`src/vcc_cfg.svh`:
```
`ifndef VCC_CFG_SVH
`define VCC_CFG_SVH
// ---------------------------------------------------------------
// register addresses (special-function space, page 0)
// ---------------------------------------------------------------
`define VCC_ADDR_CTRL 8'h9b
`define VCC_ADDR_SPEED 8'h9d
`define VCC_PAGE_CTRL 4'h0
// ---------------------------------------------------------------
// control register fields
// ---------------------------------------------------------------
`define VCC_BIT_ON 7
`define VCC_BIT_RESULT 6
`define VCC_BIT_RISE 5
`define VCC_BIT_FALL 4
`define VCC_POS_HI 3
`define VCC_POS_LO 2
`define VCC_NEG_HI 1
`define VCC_NEG_LO 0
`define VCC_CTRL_RESET 8'h00
// ---------------------------------------------------------------
// speed register fields
// ---------------------------------------------------------------
`define VCC_BIT_RISE_MASK 5
`define VCC_BIT_FALL_MASK 4
`define VCC_SPD_HI 1
`define VCC_SPD_LO 0
`define VCC_SPEED_RESET 2'h2
`endif

```
`src/vcc_pkg.sv`:
```
package vcc_pkg;
	typedef logic [1:0] vcc_hyst_t;
	typedef logic [1:0] vcc_speed_t;
	typedef struct packed {
		logic [1:0] rst_sync;
		logic [1:0] cmp_sync;
		logic cmp_prev;
		logic on;
		logic rise_flag;
		logic fall_flag;
		vcc_hyst_t pos_hyst;
		vcc_hyst_t neg_hyst;
		logic rise_mask;
		logic fall_mask;
		vcc_speed_t speed;
		logic [7:0] rdata;
	} vcc_state_s;
endpackage

```
`src/vcc_comparator_control.sv`:
```
`timescale 1ns/100ps
// What this block does
// - offers a clock-synchronous latched output and a raw unclocked output
// - raw output follows the comparator even with the clock stopped
// - disabled: routed outputs low and analog supply switched off
// - falling edge sets the fall flag, rising edge sets the rise flag
// - edge flags stay set until software writes zero
// - interrupt only for a set flag whose mask bit is one
// - bit 6 reads the present comparator result
// - bit 7 enables the comparator, reset to zero
// - bits 3:2 select positive hysteresis off, 5, 10 or 20 mV
// - bits 1:0 select negative hysteresis off, 5, 10 or 20 mV
// - software selects response time; slower means lower supply current
// - comparator output is offered to the reset logic
// - control register at 0x9b page 0, resets to zero, flags writable
// - two-bit speed field, 00 fastest, 11 slowest, reset value 10
// - rise and fall masks at bits 5 and 4 of register 0x9d, reset 0
`include "vcc_cfg.svh"
module vcc_comparator_control
	import vcc_pkg::*;
(
	// clock and reset
	input wire logic clk,
	input wire logic rstn,
	// special-function register port
	input wire logic [7:0] sfr_addr,
	input wire logic [3:0] sfr_page,
	input wire logic sfr_wr,
	input wire logic sfr_rd,
	input wire logic [7:0] sfr_wdata,
	output logic [7:0] sfr_rdata,
	output logic sfr_hit,
	// analog comparator core
	input wire logic cmp_raw,
	output logic analog_power_on,
	output logic [1:0] pos_hyst_sel,
	output logic [1:0] neg_hyst_sel,
	output logic [1:0] response_speed_sel,
	// routed outputs, interrupt, reset source
	output logic latched_compare_out,
	output logic raw_compare_out,
	output logic compare_irq,
	output logic reset_source_out
);
	vcc_state_s s_q, s_d;
	logic rst_n;
	logic cmp_s, rise_ev, fall_ev, sel_ctrl, sel_spd, wr_ctrl, wr_spd;

	// ---------------------------------------------------------------
	// reset release
	// ---------------------------------------------------------------
	// reset is released through the first two stages of the state word
	assign rst_n = s_q.rst_sync[1];
	// ---------------------------------------------------------------
	// decode and edge detect
	// ---------------------------------------------------------------
	assign sel_ctrl = sfr_page == `VCC_PAGE_CTRL
		&& sfr_addr == `VCC_ADDR_CTRL;
	assign sel_spd = sfr_page == `VCC_PAGE_CTRL
		&& sfr_addr == `VCC_ADDR_SPEED;
	assign wr_ctrl = sfr_wr && sel_ctrl;
	assign wr_spd = sfr_wr && sel_spd;
	assign sfr_hit = (sfr_wr || sfr_rd) && (sel_ctrl || sel_spd);
	// gated by enable so a disabled comparator reads low
	assign cmp_s = s_q.cmp_sync[1] & s_q.on;
	assign rise_ev = cmp_s & ~s_q.cmp_prev;
	assign fall_ev = ~cmp_s & s_q.cmp_prev;

	// ---------------------------------------------------------------
	// next state
	// ---------------------------------------------------------------
	always_comb
	begin
		s_d = s_q;
		s_d.rst_sync = {s_q.rst_sync[0], 1'b1};
		s_d.cmp_sync = {s_q.cmp_sync[0], cmp_raw};
		s_d.cmp_prev = cmp_s;
		if (wr_ctrl)
		begin
			s_d.on = sfr_wdata[`VCC_BIT_ON];
			s_d.pos_hyst = sfr_wdata[`VCC_POS_HI:`VCC_POS_LO];
			s_d.neg_hyst = sfr_wdata[`VCC_NEG_HI:`VCC_NEG_LO];
			// writing one leaves a flag alone; only zero clears it
			s_d.rise_flag = s_q.rise_flag & sfr_wdata[`VCC_BIT_RISE];
			s_d.fall_flag = s_q.fall_flag & sfr_wdata[`VCC_BIT_FALL];
		end
		if (wr_spd)
		begin
			s_d.rise_mask = sfr_wdata[`VCC_BIT_RISE_MASK];
			s_d.fall_mask = sfr_wdata[`VCC_BIT_FALL_MASK];
			s_d.speed = sfr_wdata[`VCC_SPD_HI:`VCC_SPD_LO];
		end
		// set wins over a clear in the same cycle
		if (rise_ev)
			s_d.rise_flag = 1'b1;
		if (fall_ev)
			s_d.fall_flag = 1'b1;
		s_d.rdata = 8'h00;
		if (sel_ctrl)
		begin
			s_d.rdata[`VCC_BIT_ON] = s_q.on;
			s_d.rdata[`VCC_BIT_RESULT] = cmp_s;
			s_d.rdata[`VCC_BIT_RISE] = s_q.rise_flag;
			s_d.rdata[`VCC_BIT_FALL] = s_q.fall_flag;
			s_d.rdata[`VCC_POS_HI:`VCC_POS_LO] = s_q.pos_hyst;
			s_d.rdata[`VCC_NEG_HI:`VCC_NEG_LO] = s_q.neg_hyst;
		end
		else if (sel_spd)
		begin
			s_d.rdata[`VCC_BIT_RISE_MASK] = s_q.rise_mask;
			s_d.rdata[`VCC_BIT_FALL_MASK] = s_q.fall_mask;
			s_d.rdata[`VCC_SPD_HI:`VCC_SPD_LO] = s_q.speed;
		end
	end

	// ---------------------------------------------------------------
	// registers
	// ---------------------------------------------------------------
	always_ff @(posedge clk or negedge rstn)
	begin
		if (!rstn)
			s_q <= '{rst_sync: 2'h0, cmp_sync: 2'h0, cmp_prev: 1'b0,
				on: 1'b0, rise_flag: 1'b0, fall_flag: 1'b0,
				pos_hyst: 2'h0, neg_hyst: 2'h0, rise_mask: 1'b0,
				fall_mask: 1'b0, speed: `VCC_SPEED_RESET,
				rdata: `VCC_CTRL_RESET};
		else if (!rst_n)
			s_q <= '{rst_sync: s_d.rst_sync, cmp_sync: 2'h0,
				cmp_prev: 1'b0, on: 1'b0, rise_flag: 1'b0,
				fall_flag: 1'b0, pos_hyst: 2'h0, neg_hyst: 2'h0,
				rise_mask: 1'b0, fall_mask: 1'b0,
				speed: `VCC_SPEED_RESET, rdata: `VCC_CTRL_RESET};
		else
			s_q <= s_d;
	end

	// ---------------------------------------------------------------
	// outputs
	// ---------------------------------------------------------------
	assign sfr_rdata = s_q.rdata;
	assign analog_power_on = s_q.on;
	assign pos_hyst_sel = s_q.pos_hyst;
	assign neg_hyst_sel = s_q.neg_hyst;
	assign response_speed_sel = s_q.speed;
	// the last sampled result can still be high in the cycle after a
	// disable, so the enable gates the flop output as well
	assign latched_compare_out = s_q.cmp_prev & s_q.on;
	// no flop in this path, so it keeps working with the clock stopped
	assign raw_compare_out = cmp_raw & s_q.on;
	assign reset_source_out = cmp_s;
	assign compare_irq = (s_q.rise_flag & s_q.rise_mask)
		| (s_q.fall_flag & s_q.fall_mask);
endmodule // vcc_comparator_control

```
`config.mk`:
```
export PLATFORM = sky130hd
export DESIGN_NAME = vcc_comparator_control
export DESIGN_NICKNAME = d
export VERILOG_FILES = /design/src/vcc_pkg.sv /design/src/vcc_comparator_control.sv
export VERILOG_INCLUDE_DIRS = /design/src
export SDC_FILE = /design/constraint.sdc
export NUM_CORES = 1
export LEC_CHECK = 0
export BUFFER_PORTS_ARGS = -buffer_cell sky130_fd_sc_hd__buf_4
export CAP_MARGIN = 20
export CORE_ASPECT_RATIO = 1.4
export CORE_MARGIN = 5
export CORE_UTILIZATION = 52
export DETAILED_ROUTE_END_ITERATION = 12
export PLACE_DENSITY = 0.86
export SLEW_MARGIN = 10
export SYNTH_ARGS = -nofsm -noshare
export SYNTH_HDL_FRONTEND = slang
export SYNTH_SLANG_ARGS = --single-unit
```
`constraint.sdc`:
```
create_clock -name clk -period 2.6 [get_ports clk]
set_input_delay 0.39 -clock clk [delete_from_list [all_inputs] [get_ports clk]]
set_output_delay 0.39 -clock clk [all_outputs]
set_load 0.1 [all_outputs]
```
==> metrics.md, run 1 <==
| Metric | Value |
|---|---|
| Max Slew Vio Count | `0` |
| Psw | `133 uW` |
| Fill count | `175` |
| Starting DRC count in detailed routing | `18` |
| Worst min path class | `primary input to flip-flop` |
| Critical Path RT | `~2.2 ns` |
| DR vias/cell | `5.57` |
| TritonCTS buffer count | `3` |
| Register area share after synthesis | `0.498` |
| Power Density | `400 nW/um^2` |
| Routed length per instance | `between 15 and 20 microns` |
| GRT Util Overall | `0.151` |
| Synth top area share | `0.477` |
| Area added between synthesis and finish | `24.2%` |
| Layout cell share with drive strength beyond 1 | `0.417` |
| Buf+Inv Stages, Crit Path | `2` |
| H-tree Lvls | `1` |
| Clock skew | `0.00541 ns` |
| Final WL | `around 2500 microns` |
| IO buf count | `43` |
| CTS tree | `yes` |
| Synthesized area per cell | `approximately 11 sq um` |
| Postcts setup bufs | `0` |
| Syn_nets | `132` |
| Critical path, cell by cell | `buf_4, or4b_1, nor4_4, buf_4` |
| First-pass GRT wire length | `4010 microns` |
| Syn Std Cell Area | `1210 sq um` |
| Largest net degree at the start of global routing | `25` |
| Arrival time worst endpoint | `about 1.8 ns` |
| WHS | `0.300 ns` |
| Number of global-route vias before repair | `900` |
| DP HPWL | `1980 microns` |
| Crit-path max FO | `3` |
| Number of synthesized register bits | `24` |
| Clk buf depth | `2` |
| Initial antenna violation count | `0` |
| Unrepaired setup endpoints after global routing | `no` |
| Startpoint Class | `primary input` |
| Cell Count Post-Placement | `roughly 160` |
| Power Internal | `468 uW` |
| Yosys Warn Count | `0` |
| # setup viols final | `0` |
| Worst stage delay on the critical path | `0.66 ns` |
| Drt pass-1 iters | `4` |
| Count leader, synth | `dfrtp_1` |
| Initial Util | `0.548` |
| FMAX | `0.462 GHz` |
| Clock Pin Slew Worst Setup and Hold Paths | `0.12 ns` |
| Clk sink count | `24` |
| Layout Cells excl Fill | `between 150 and 200` |
| Grt total ovfl | `0` |
| Leading area contributor after synthesis | `dfrtp_1` |
| Cells after Synth | `between 100 and 150` |
| Static Leakage | `0.000839 uW` |
| Die W | `slightly above 50 microns` |
| Max-cap violation count | `0` |
| Worst IR drop on VDD | `306 uV` |
| Final period utilization | `0.833` |
| Post-synth EDFFs | `0` |
| Top cells by count, synth | `23 x dfrtp_1, 16 x nand2_1, 14 x buf_4, 9 x mux2i_1, 8 x and2_1` |
| Ant diodes | `0` |
| Fin. Hold Viols | `0` |
| Library cells used by synthesis | `28` |
| Ys flop type | `dfrtp_1` |
| Status | `finished, final reports clean` |
| DRC Markers | `0` |
| Die area | `3400 sq um` |
| Fin Setup TNS | `0 ns` |
| GPL Wtd Cong | `0.785` |
| Post-synth ARST share | `1.00` |
| Top delay family on crit path | `simple AND/OR/NAND/NOR gates` |
| Reg power frac | `0.628` |
| Worst-Skew Late Latency | `0.30 ns` |
| Fin crit period | `approximately 2.2 ns` |
| Clock share of power | `0.267` |
| Synth area leaders | `dfrtp_1 48%, buf_4 8.7%, mux2i_1 7.5%, nand2_1 5.0%, and2_1 4.1%` |
| Crit-path slowest cell | `or4b_1` |
| Worst Setup End Kind | `output port` |
| Post-CTS Resized | `0` |
| Row count | `20` |
| Core Area | `2200 sq um` |
| Vias | `896` |
| Comb power frac | `0.106` |
| Die Span Y | `67.0 microns` |
| Nets | `165` |
| Final ANT Viol Nets | `0` |
| CTS root buf | `clkbuf_4` |
| Crit Path Class | `primary input to output port` |
| Switching share of total power | `0.221` |
| IO Pins | `45` |
| Crit path top cell by count | `buf_4` |
-- state kept, by name, indices dropped and copies added, names as in the netlist --
register,cells
analog_power_on,1
neg_hyst_sel,2
pos_hyst_sel,2
response_speed_sel,2
rst_n,1
s_d,2
s_q,6
sfr_rdata,8
-- area by class of cell --
cell class,count,area [sq um],area share
Sequential cell,24,602,0.401
Multi-Input combinational cell,64,497,0.331
Timing Repair Buffer,45,340,0.227
Tap cell,22,27.5,0.0183
Clock buffer,4,26.3,0.0175
Inverter,2,7.51,0.00500
-- cells by family after synthesis --
logic type	synth area share
AO/OA/AOI/OAI	0.0705
buffers and inverters	0.103
flip-flops	0.498
multiplexers	0.0746
other	0.00311
AND/OR/NAND/NOR	0.251
-- path summary, 6_finish.rpt --
| check | from | to | slack, ns | cells after the start |
|---|---|---|---|---|
| max in group asynchronous | rstn | response_speed_sel[1] | 1.81 | 2 |
| setup / recovery | sfr_page[1] | sfr_hit | 0.43 | 4 |
| min in group asynchronous | rstn | sfr_rdata[7] | 0.50 | 2 |
| hold / removal | cmp_raw | s_d[21] | 0.30 | 2 |
| setup reg to reg | analog_power_on | s_q[16] | 1.40 | 3 |
| hold reg to reg | s_d[23] | rst_n | 0.36 | 0 |
-- routing by layer --
metal  share of wire  track usage  routed length, microns  vias up
li1                -            -                       -      420
met1            0.35        0.149                     866      438
met2            0.56        0.280                    1410       32
met3           0.066       0.0358                     166        6
met4           0.022       0.0799                      55        0
met5               0            0                       0        -
-- power groups by stage --
| stage | Sequential [uW] | Combinational (uW) | Clock [uW] |
|---|---|---|---|
| after global placement | 384 | 61.2 | 0 |
| final | 377 | 63.5 | 160 |
| after floorplan | 384 | 19.5 | 0 |
| after detailed placement | 384 | 63.1 | 0 |
| after global routing | 378 | 69.7 | 184 |
| after CTS | 377 | 64.6 | 167 |
-- layout by cell type (no fill, tap or decap) --
cell type,Yosys,routed
nor3_1,1,1
and2_1,8,8
and4b_1,2,2
clkbuf_1,3,1
nand4_1,1,1
dlygate4sd3_1,0,1
o311a_1,2,2
nand2_1,16,16
nor3_2,1,1
inv_1,2,2
nor2_1,7,7
a22o_1,1,1
a21o_1,1,1
dfrtp_1,23,23
dfstp_2,1,1
or4b_1,1,1
nor4_4,1,2
nand3_1,1,1
nand4b_1,1,1
a22oi_1,1,1
or4b_4,1,1
nand4_2,1,1
mux2i_1,9,9
nor4b_4,2,2
a32o_2,3,3
conb_1,1,1
o21bai_1,1,1
buf_4,14,44
clkbuf_4,0,3
-- repair_timing --
action / CTS / global route
hold endpoints to repair: 23 / 0
endpoints found under the setup margin: 0 / 0
hold buffers: 1 / 0
-- worst reg2reg max path, cell delays in order (launching register included) --
cell	delay, ns
dfrtp_1	0.44
nand2_1	0.18
and2_1	0.21
o311a_1	0.27
-- metrics by stage --
stage | worst slack [ns] | total power (uW) | cell area (sq um) | utilization
final | 0.434 | 601 | 1500 | 0.681
after global placement | 0.448 | 445 | 1460 | 0.665
after global routing | 0.381 | 631 | 1500 | 0.681
after detailed placement | 0.435 | 447 | 1460 | 0.665
after floorplan | 0.0524 | 404 | 1220 | -
after CTS | 0.430 | 609 | 1500 | 0.681
No activity file was read; power rests on OpenSTA's default activity.
==> run 2: changes to the inputs <==
--- a/config.mk
+++ b/config.mk
@@ -10,9 +10,9 @@
 export CAP_MARGIN = 20
 export CORE_ASPECT_RATIO = 1.4
 export CORE_MARGIN = 5
-export CORE_UTILIZATION = 52
+export CORE_UTILIZATION = 48
 export DETAILED_ROUTE_END_ITERATION = 12
-export PLACE_DENSITY = 0.86
+export PLACE_DENSITY = 0.8
 export SLEW_MARGIN = 10
 export SYNTH_ARGS = -nofsm -noshare
 export SYNTH_HDL_FRONTEND = slang
==> constraint.sdc (replaced) <==
create_clock -name clk -period 2.13 [get_ports clk]
set_input_delay 0.3195 -clock clk [delete_from_list [all_inputs] [get_ports clk]]
set_output_delay 0.3195 -clock clk [all_outputs]
set_load 0.1 [all_outputs]
==> run 2 against run 1 <==
  * Die area rose by 6.9%
  * Clock skew fell by 0.00090 ns
  * Sequential cell count did not move
  * Critical endpoint unchanged
  * Setup slack got worse by 0.26 ns
==> metrics.md, run 2 (synthesized netlist as in run 1, its figures left out) <==
| Metric | Value |
|---|---|
| Status | `finished, final reports clean` |
| Fin crit period | `1.96 ns` |
| GPL Wtd Cong | `approximately 0.8` |
| DP HPWL | `between 1500 and 2000 microns` |
| FMAX | `0.510 GHz` |
| Starting DRC count in detailed routing | `15` |
| # setup viols final | `0` |
| Crit-path max FO | `3` |
| Highest-count cells in the layout ignoring fill and taps | `45 x buf_4, 23 x dfrtp_1, 16 x nand2_1, 9 x mux2i_1, 7 x nor2_1` |
| CTS tree | `yes` |
| Critical Path RT | `1.81 ns` |
| Final WL | `2340 microns` |
| Max layer used | `met4` |
| Row count | `21` |
| H-tree Lvls | `1` |
| CTS root buf | `clkbuf_4` |
| Max Slew Vio Count | `0` |
| Worst-Skew Late Latency | `a little over 0.3 ns` |
| Die area | `3630 sq um` |
| Unrepaired setup endpoints after global routing | `no` |
| DRC Markers | `0` |
| Worst min path class | `primary input to flip-flop` |
| Total Power | `738 uW` |
| Initial Util | `0.499` |
| R2R Path End | `s_q[16]` |
| Worst stage delay on the critical path | `between 0.5 and 0.6 ns` |
| Worst Setup End Kind | `output port` |
| Initial antenna violation count | `0` |
| Placed inst area | `1500 sq um` |
| Post-CTS Resized | `0` |
| TritonCTS buffer count | `3` |
| Met3 WL | `89 microns` |
| Final ANT Viol Nets | `0` |
| Hold path start | `cmp_raw` |
| Worst IR drop on VDD | `~420 uV` |
| Crit-path slowest cell | `or4b_4` |
| Drt pass-1 iters | `4` |
| First-pass GRT wire length | `roughly 4000 microns` |
| Crit Path Class | `primary input to output port` |
| Vias | `between 800 and 900` |
| Met2 WL | `1300 microns` |
| Design Area, Final | `1530 sq um` |
| WL met1 | `a little over 900 microns` |
| Worst Hold Depth | `2` |
| Clk buf depth | `2` |
| Nets | `166` |
| Hold EP | `s_d[21]` |
| Power Density | `around 480 nW/um^2` |
| Ant diodes | `0` |
| Postcts setup bufs | `0` |
| DR vias/cell | `around 5` |
| Layout cell share with drive strength beyond 1 | `0.450` |
| Max FFs per register | `8` |
| Startpoint Class | `primary input` |
| Largest net degree at the start of global routing | `25` |
| Area added between synthesis and finish | `26.9%` |
| Crit path top cell by count | `buf_4` |
| GRT Util Overall | `0.141` |
| Die W | `52.4 microns` |
| Arrival time worst endpoint | `1.64 ns` |
| Grt total ovfl | `0` |
| Clock skew | `0.00451 ns` |
| Reg2reg path depth | `3` |
| Die Span Y | `69.3 microns` |
| Final period utilization | `0.920` |
| Hold Buf Count CTS | `1` |
| Clk sink count | `24` |
| IO Pins | `45` |
| Static Leakage | `0.000836 uW` |
| Routed length per instance | `13.5 microns` |
| Register-to-register setup slack | `0.88 ns` |
| Worst R2R Start | `analog_power_on` |
| Max-cap violation count | `0` |
| Core Area | `2420 sq um` |
| Fin. Hold Viols | `0` |
| Critical path, cell by cell | `buf_4, or4b_4, nor4_4, buf_4` |
| Number of global-route vias before repair | `about 900` |
| Clock Pin Slew Worst Setup and Hold Paths | `around 0.12 ns` |
| Commonest non-fill, non-tap cell in the layout | `buf_4` |
| IO buf count | `43` |
==> run 2: cell type report <==
class | instances | area [sq um]
fill | 200 | 885
sequential | 24 | 602
multi-input combinational | 64 | 503
timing repair buffer | 46 | 348
tap | 34 | 42.5
clock buffer | 4 | 26.3
inverter | 2 | 11.3
==> run 2: how the worst max path moves through the flow <==
stage / startpoint / end / depth (start not counted)
2_1_floorplan: sfr_page[1] / sfr_hit / 2
3_3_place_gp: sfr_page[1] / sfr_hit / 4
3_5_place_dp: sfr_page[1] / sfr_hit / 4
4_1_cts: sfr_page[1] / sfr_hit / 4
5_1_grt: sfr_page[1] / sfr_hit / 4
6_report: sfr_page[1] / sfr_hit / 4
==> run 2: per-stage QoR <==
stage	instances	utilization	hold slack [ns]	TNS, ns	setup WS [ns]
6_report	174	0.634	0.236	0	0.171
5_1_grt	174	0.634	0.238	0	0.151
4_1_cts	174	0.634	0.232	0	0.167
3_5_place_dp	169	0.619	0.230	0	0.169
3_3_place_gp	169	0.619	0.224	0	0.183
2_1_floorplan	107	-	0.0239	-0.207	-0.207
==> run 2: layer usage <==
metal  GRT usage  vias to the layer above
met5           0                        -
met4      0.0540                        0
met3      0.0323                        4
met2       0.240                       16
met1       0.166                      435
li1            -                      425
==> run 2: power breakdown <==
group          leakage [uW]  internal [uW]  switching [uW]
Combinational      0.000495           39.8            38.7
Sequential         0.000326            459            1.20
Clock             0.0000150           73.1             126
Total              0.000836            572             166
==> run 2: worst max-delay path: cells and delay by family <==
kind	cells	cell delay, ns
buf+inv	2	0.45
simple gates	2	0.86
==> run 3: changes to the inputs <==
==> constraint.sdc (replaced) <==
create_clock -name clk -period 2.07 [get_ports clk]
set_input_delay 0.3105 -clock clk [delete_from_list [all_inputs] [get_ports clk]]
set_output_delay 0.3105 -clock clk [all_outputs]
set_load 0.1 [all_outputs]
==> run 3 against run 2 <==
  * Clock-buffer cell count unchanged
  * Register-to-register slack worse by 0.06 ns
  * Cell count is the same
  * Global-route usage fell by 0.20 points
  * First-iteration DRC count shrank 13%
  * Worst hold slack got worse by 0.018 ns
==> metrics.md, run 3 (synthesized netlist as in run 1, its figures left out) <==
| Metric | Value |
|---|---|
| Largest net degree at the start of global routing | `25` |
| Fin Setup TNS | `0 ns` |
| Placed inst area | `1500 sq um` |
| Clock Pin Slew Worst Setup and Hold Paths | `0.12 ns` |
| M3 GR Usage | `0.0366` |
| Status | `finished, final reports clean` |
| Layout cell share with drive strength beyond 1 | `0.450` |
| GPL Wtd Cong | `approximately 0.8` |
| Worst Hold Depth | `2` |
| Worst R2R Start | `analog_power_on` |
| DP HPWL | `1870 microns` |
| Ant diodes | `0` |
| Reg2reg path depth | `3` |
| Clk sink count | `24` |
| CP Capture Point | `sfr_hit` |
| Clock skew | `0.00224 ns` |
| Row count | `21` |
| Final ANT Viol Nets | `0` |
| First-pass GRT wire length | `3890 microns` |
| Startpoint Class | `primary input` |
| # setup viols final | `0` |
| Nets | `~170` |
| Initial Util | `0.499` |
| Utilization after layout | `0.634` |
| Clk buf depth | `2` |
| Number of global-route vias before repair | `886` |
| Commonest non-fill, non-tap cell in the layout | `buf_4` |
| Fill count | `205` |
| Area added between synthesis and finish | `26.9%` |
| Fin. Hold Viols | `0` |
| DR vias/cell | `about 5.1` |
| Arrival time worst endpoint | `around 1.6 ns` |
| Worst Setup SP | `sfr_page[1]` |
| Initial antenna violation count | `0` |
| Worst-Skew Late Latency | `0.31 ns` |
| CTS root buf | `clkbuf_4` |
| Die area | `about 3600 sq um` |
| Met2 Use GR | `0.235` |
| Routed length per instance | `about 13 microns` |
| Max FFs per register | `8` |
| Final WL | `2350 microns` |
| Worst min path class | `primary input to flip-flop` |
| Postcts setup bufs | `0` |
| Grt total ovfl | `0` |
| Vias | `879` |
| Worst Setup End Kind | `output port` |
| Design Area, Final | `1530 sq um` |
| Static Leakage | `0.000836 uW` |
| Cell Count Post-Placement | `169` |
| Layout Cells excl Fill | `174` |
| Critical Path RT | `~1.8 ns` |
| Die Span Y | `69.3 microns` |
| Max-cap violation count | `0` |
| Busiest grt layer | `met2` |
| Unrepaired setup endpoints after global routing | `no` |
| GRT Util Overall | `0.139` |
| Drt pass-1 iters | `4` |
| Highest-count cells in the layout ignoring fill and taps | `45 x buf_4, 23 x dfrtp_1, 16 x nand2_1, 9 x mux2i_1, 7 x nor2_1` |
| TritonCTS buffer count | `3` |
| Register-to-register setup slack | `0.82 ns` |
| Core Area | `~2400 sq um` |
| R2R Path End | `s_q[16]` |
| Grt met1 use | `0.153` |
| DRC Markers | `0` |
| Starting DRC count in detailed routing | `13` |
| Final period utilization | `0.937` |
| CTS tree | `yes` |
| Total Power | `763 uW` |
| Power Density | `498 nW/um^2` |
| FMAX | `approximately 0.52 GHz` |
| Fin crit period | `1.94 ns` |
| Crit-path max FO | `3` |
| H-tree Lvls | `1` |
| IO Pins | `between 40 and 50` |
| Crit Path Class | `primary input to output port` |
| Die W | `52.4 microns` |
| Max Slew Vio Count | `0` |
| Worst IR drop on VDD | `415 uV` |
| Post-CTS Resized | `0` |
| Hold Buf Count CTS | `1` |
| IO buf count | `43` |
[run 3: cell counts in the layout (fill, tap and decap cells not counted)]
Identical to the previous run, type by type.
[run 3: metal layers]
layer / wire length [microns] / part of all wire
met1: 878 / 0.37
met2: 1280 / 0.54
met3: 125 / 0.053
met4: 63 / 0.027
met5: 0 / 0
[run 3: metrics by stage]
step / hold slack, ns / worst slack, ns
6_report: 0.218 / 0.131
5_1_grt: 0.224 / 0.109
4_1_cts: 0.216 / 0.126
3_5_place_dp: 0.219 / 0.127
3_3_place_gp: 0.215 / 0.141
2_1_floorplan: 0.0149 / -0.249
[run 3: worst min path at each step]
stage / from / end
2_1_floorplan: rstn / analog_power_on
3_3_place_gp: rstn / s_d[21]
3_5_place_dp: rstn / s_d[21]
4_1_cts: cmp_raw / s_d[21]
5_1_grt: cmp_raw / s_d[21]
6_report: cmp_raw / s_d[21]
[run 3: final cells by class]
cell class,count,area [sq um],share of cell area
Timing Repair Buffer,46,348,0.227
Tap cell,34,42.5,0.0278
Sequential cell,24,602,0.393
Clock buffer,4,26.3,0.0171
Multi-Input combinational cell,64,503,0.328
Inverter,2,11.3,0.00735
[run 3: worst max-delay path, stage by stage]
cell,delay [ns]
buf_4,0.12
or4b_4,0.58
nor4_4,0.28
buf_4,0.32
[run 3: power by group]
group          switching [uW]  leakage, uW  internal [uW]  total (uW)
registers                1.36     0.000326            473         474
clock network             134    0.0000150           75.4         209
logic                    39.4     0.000495           40.9        80.3
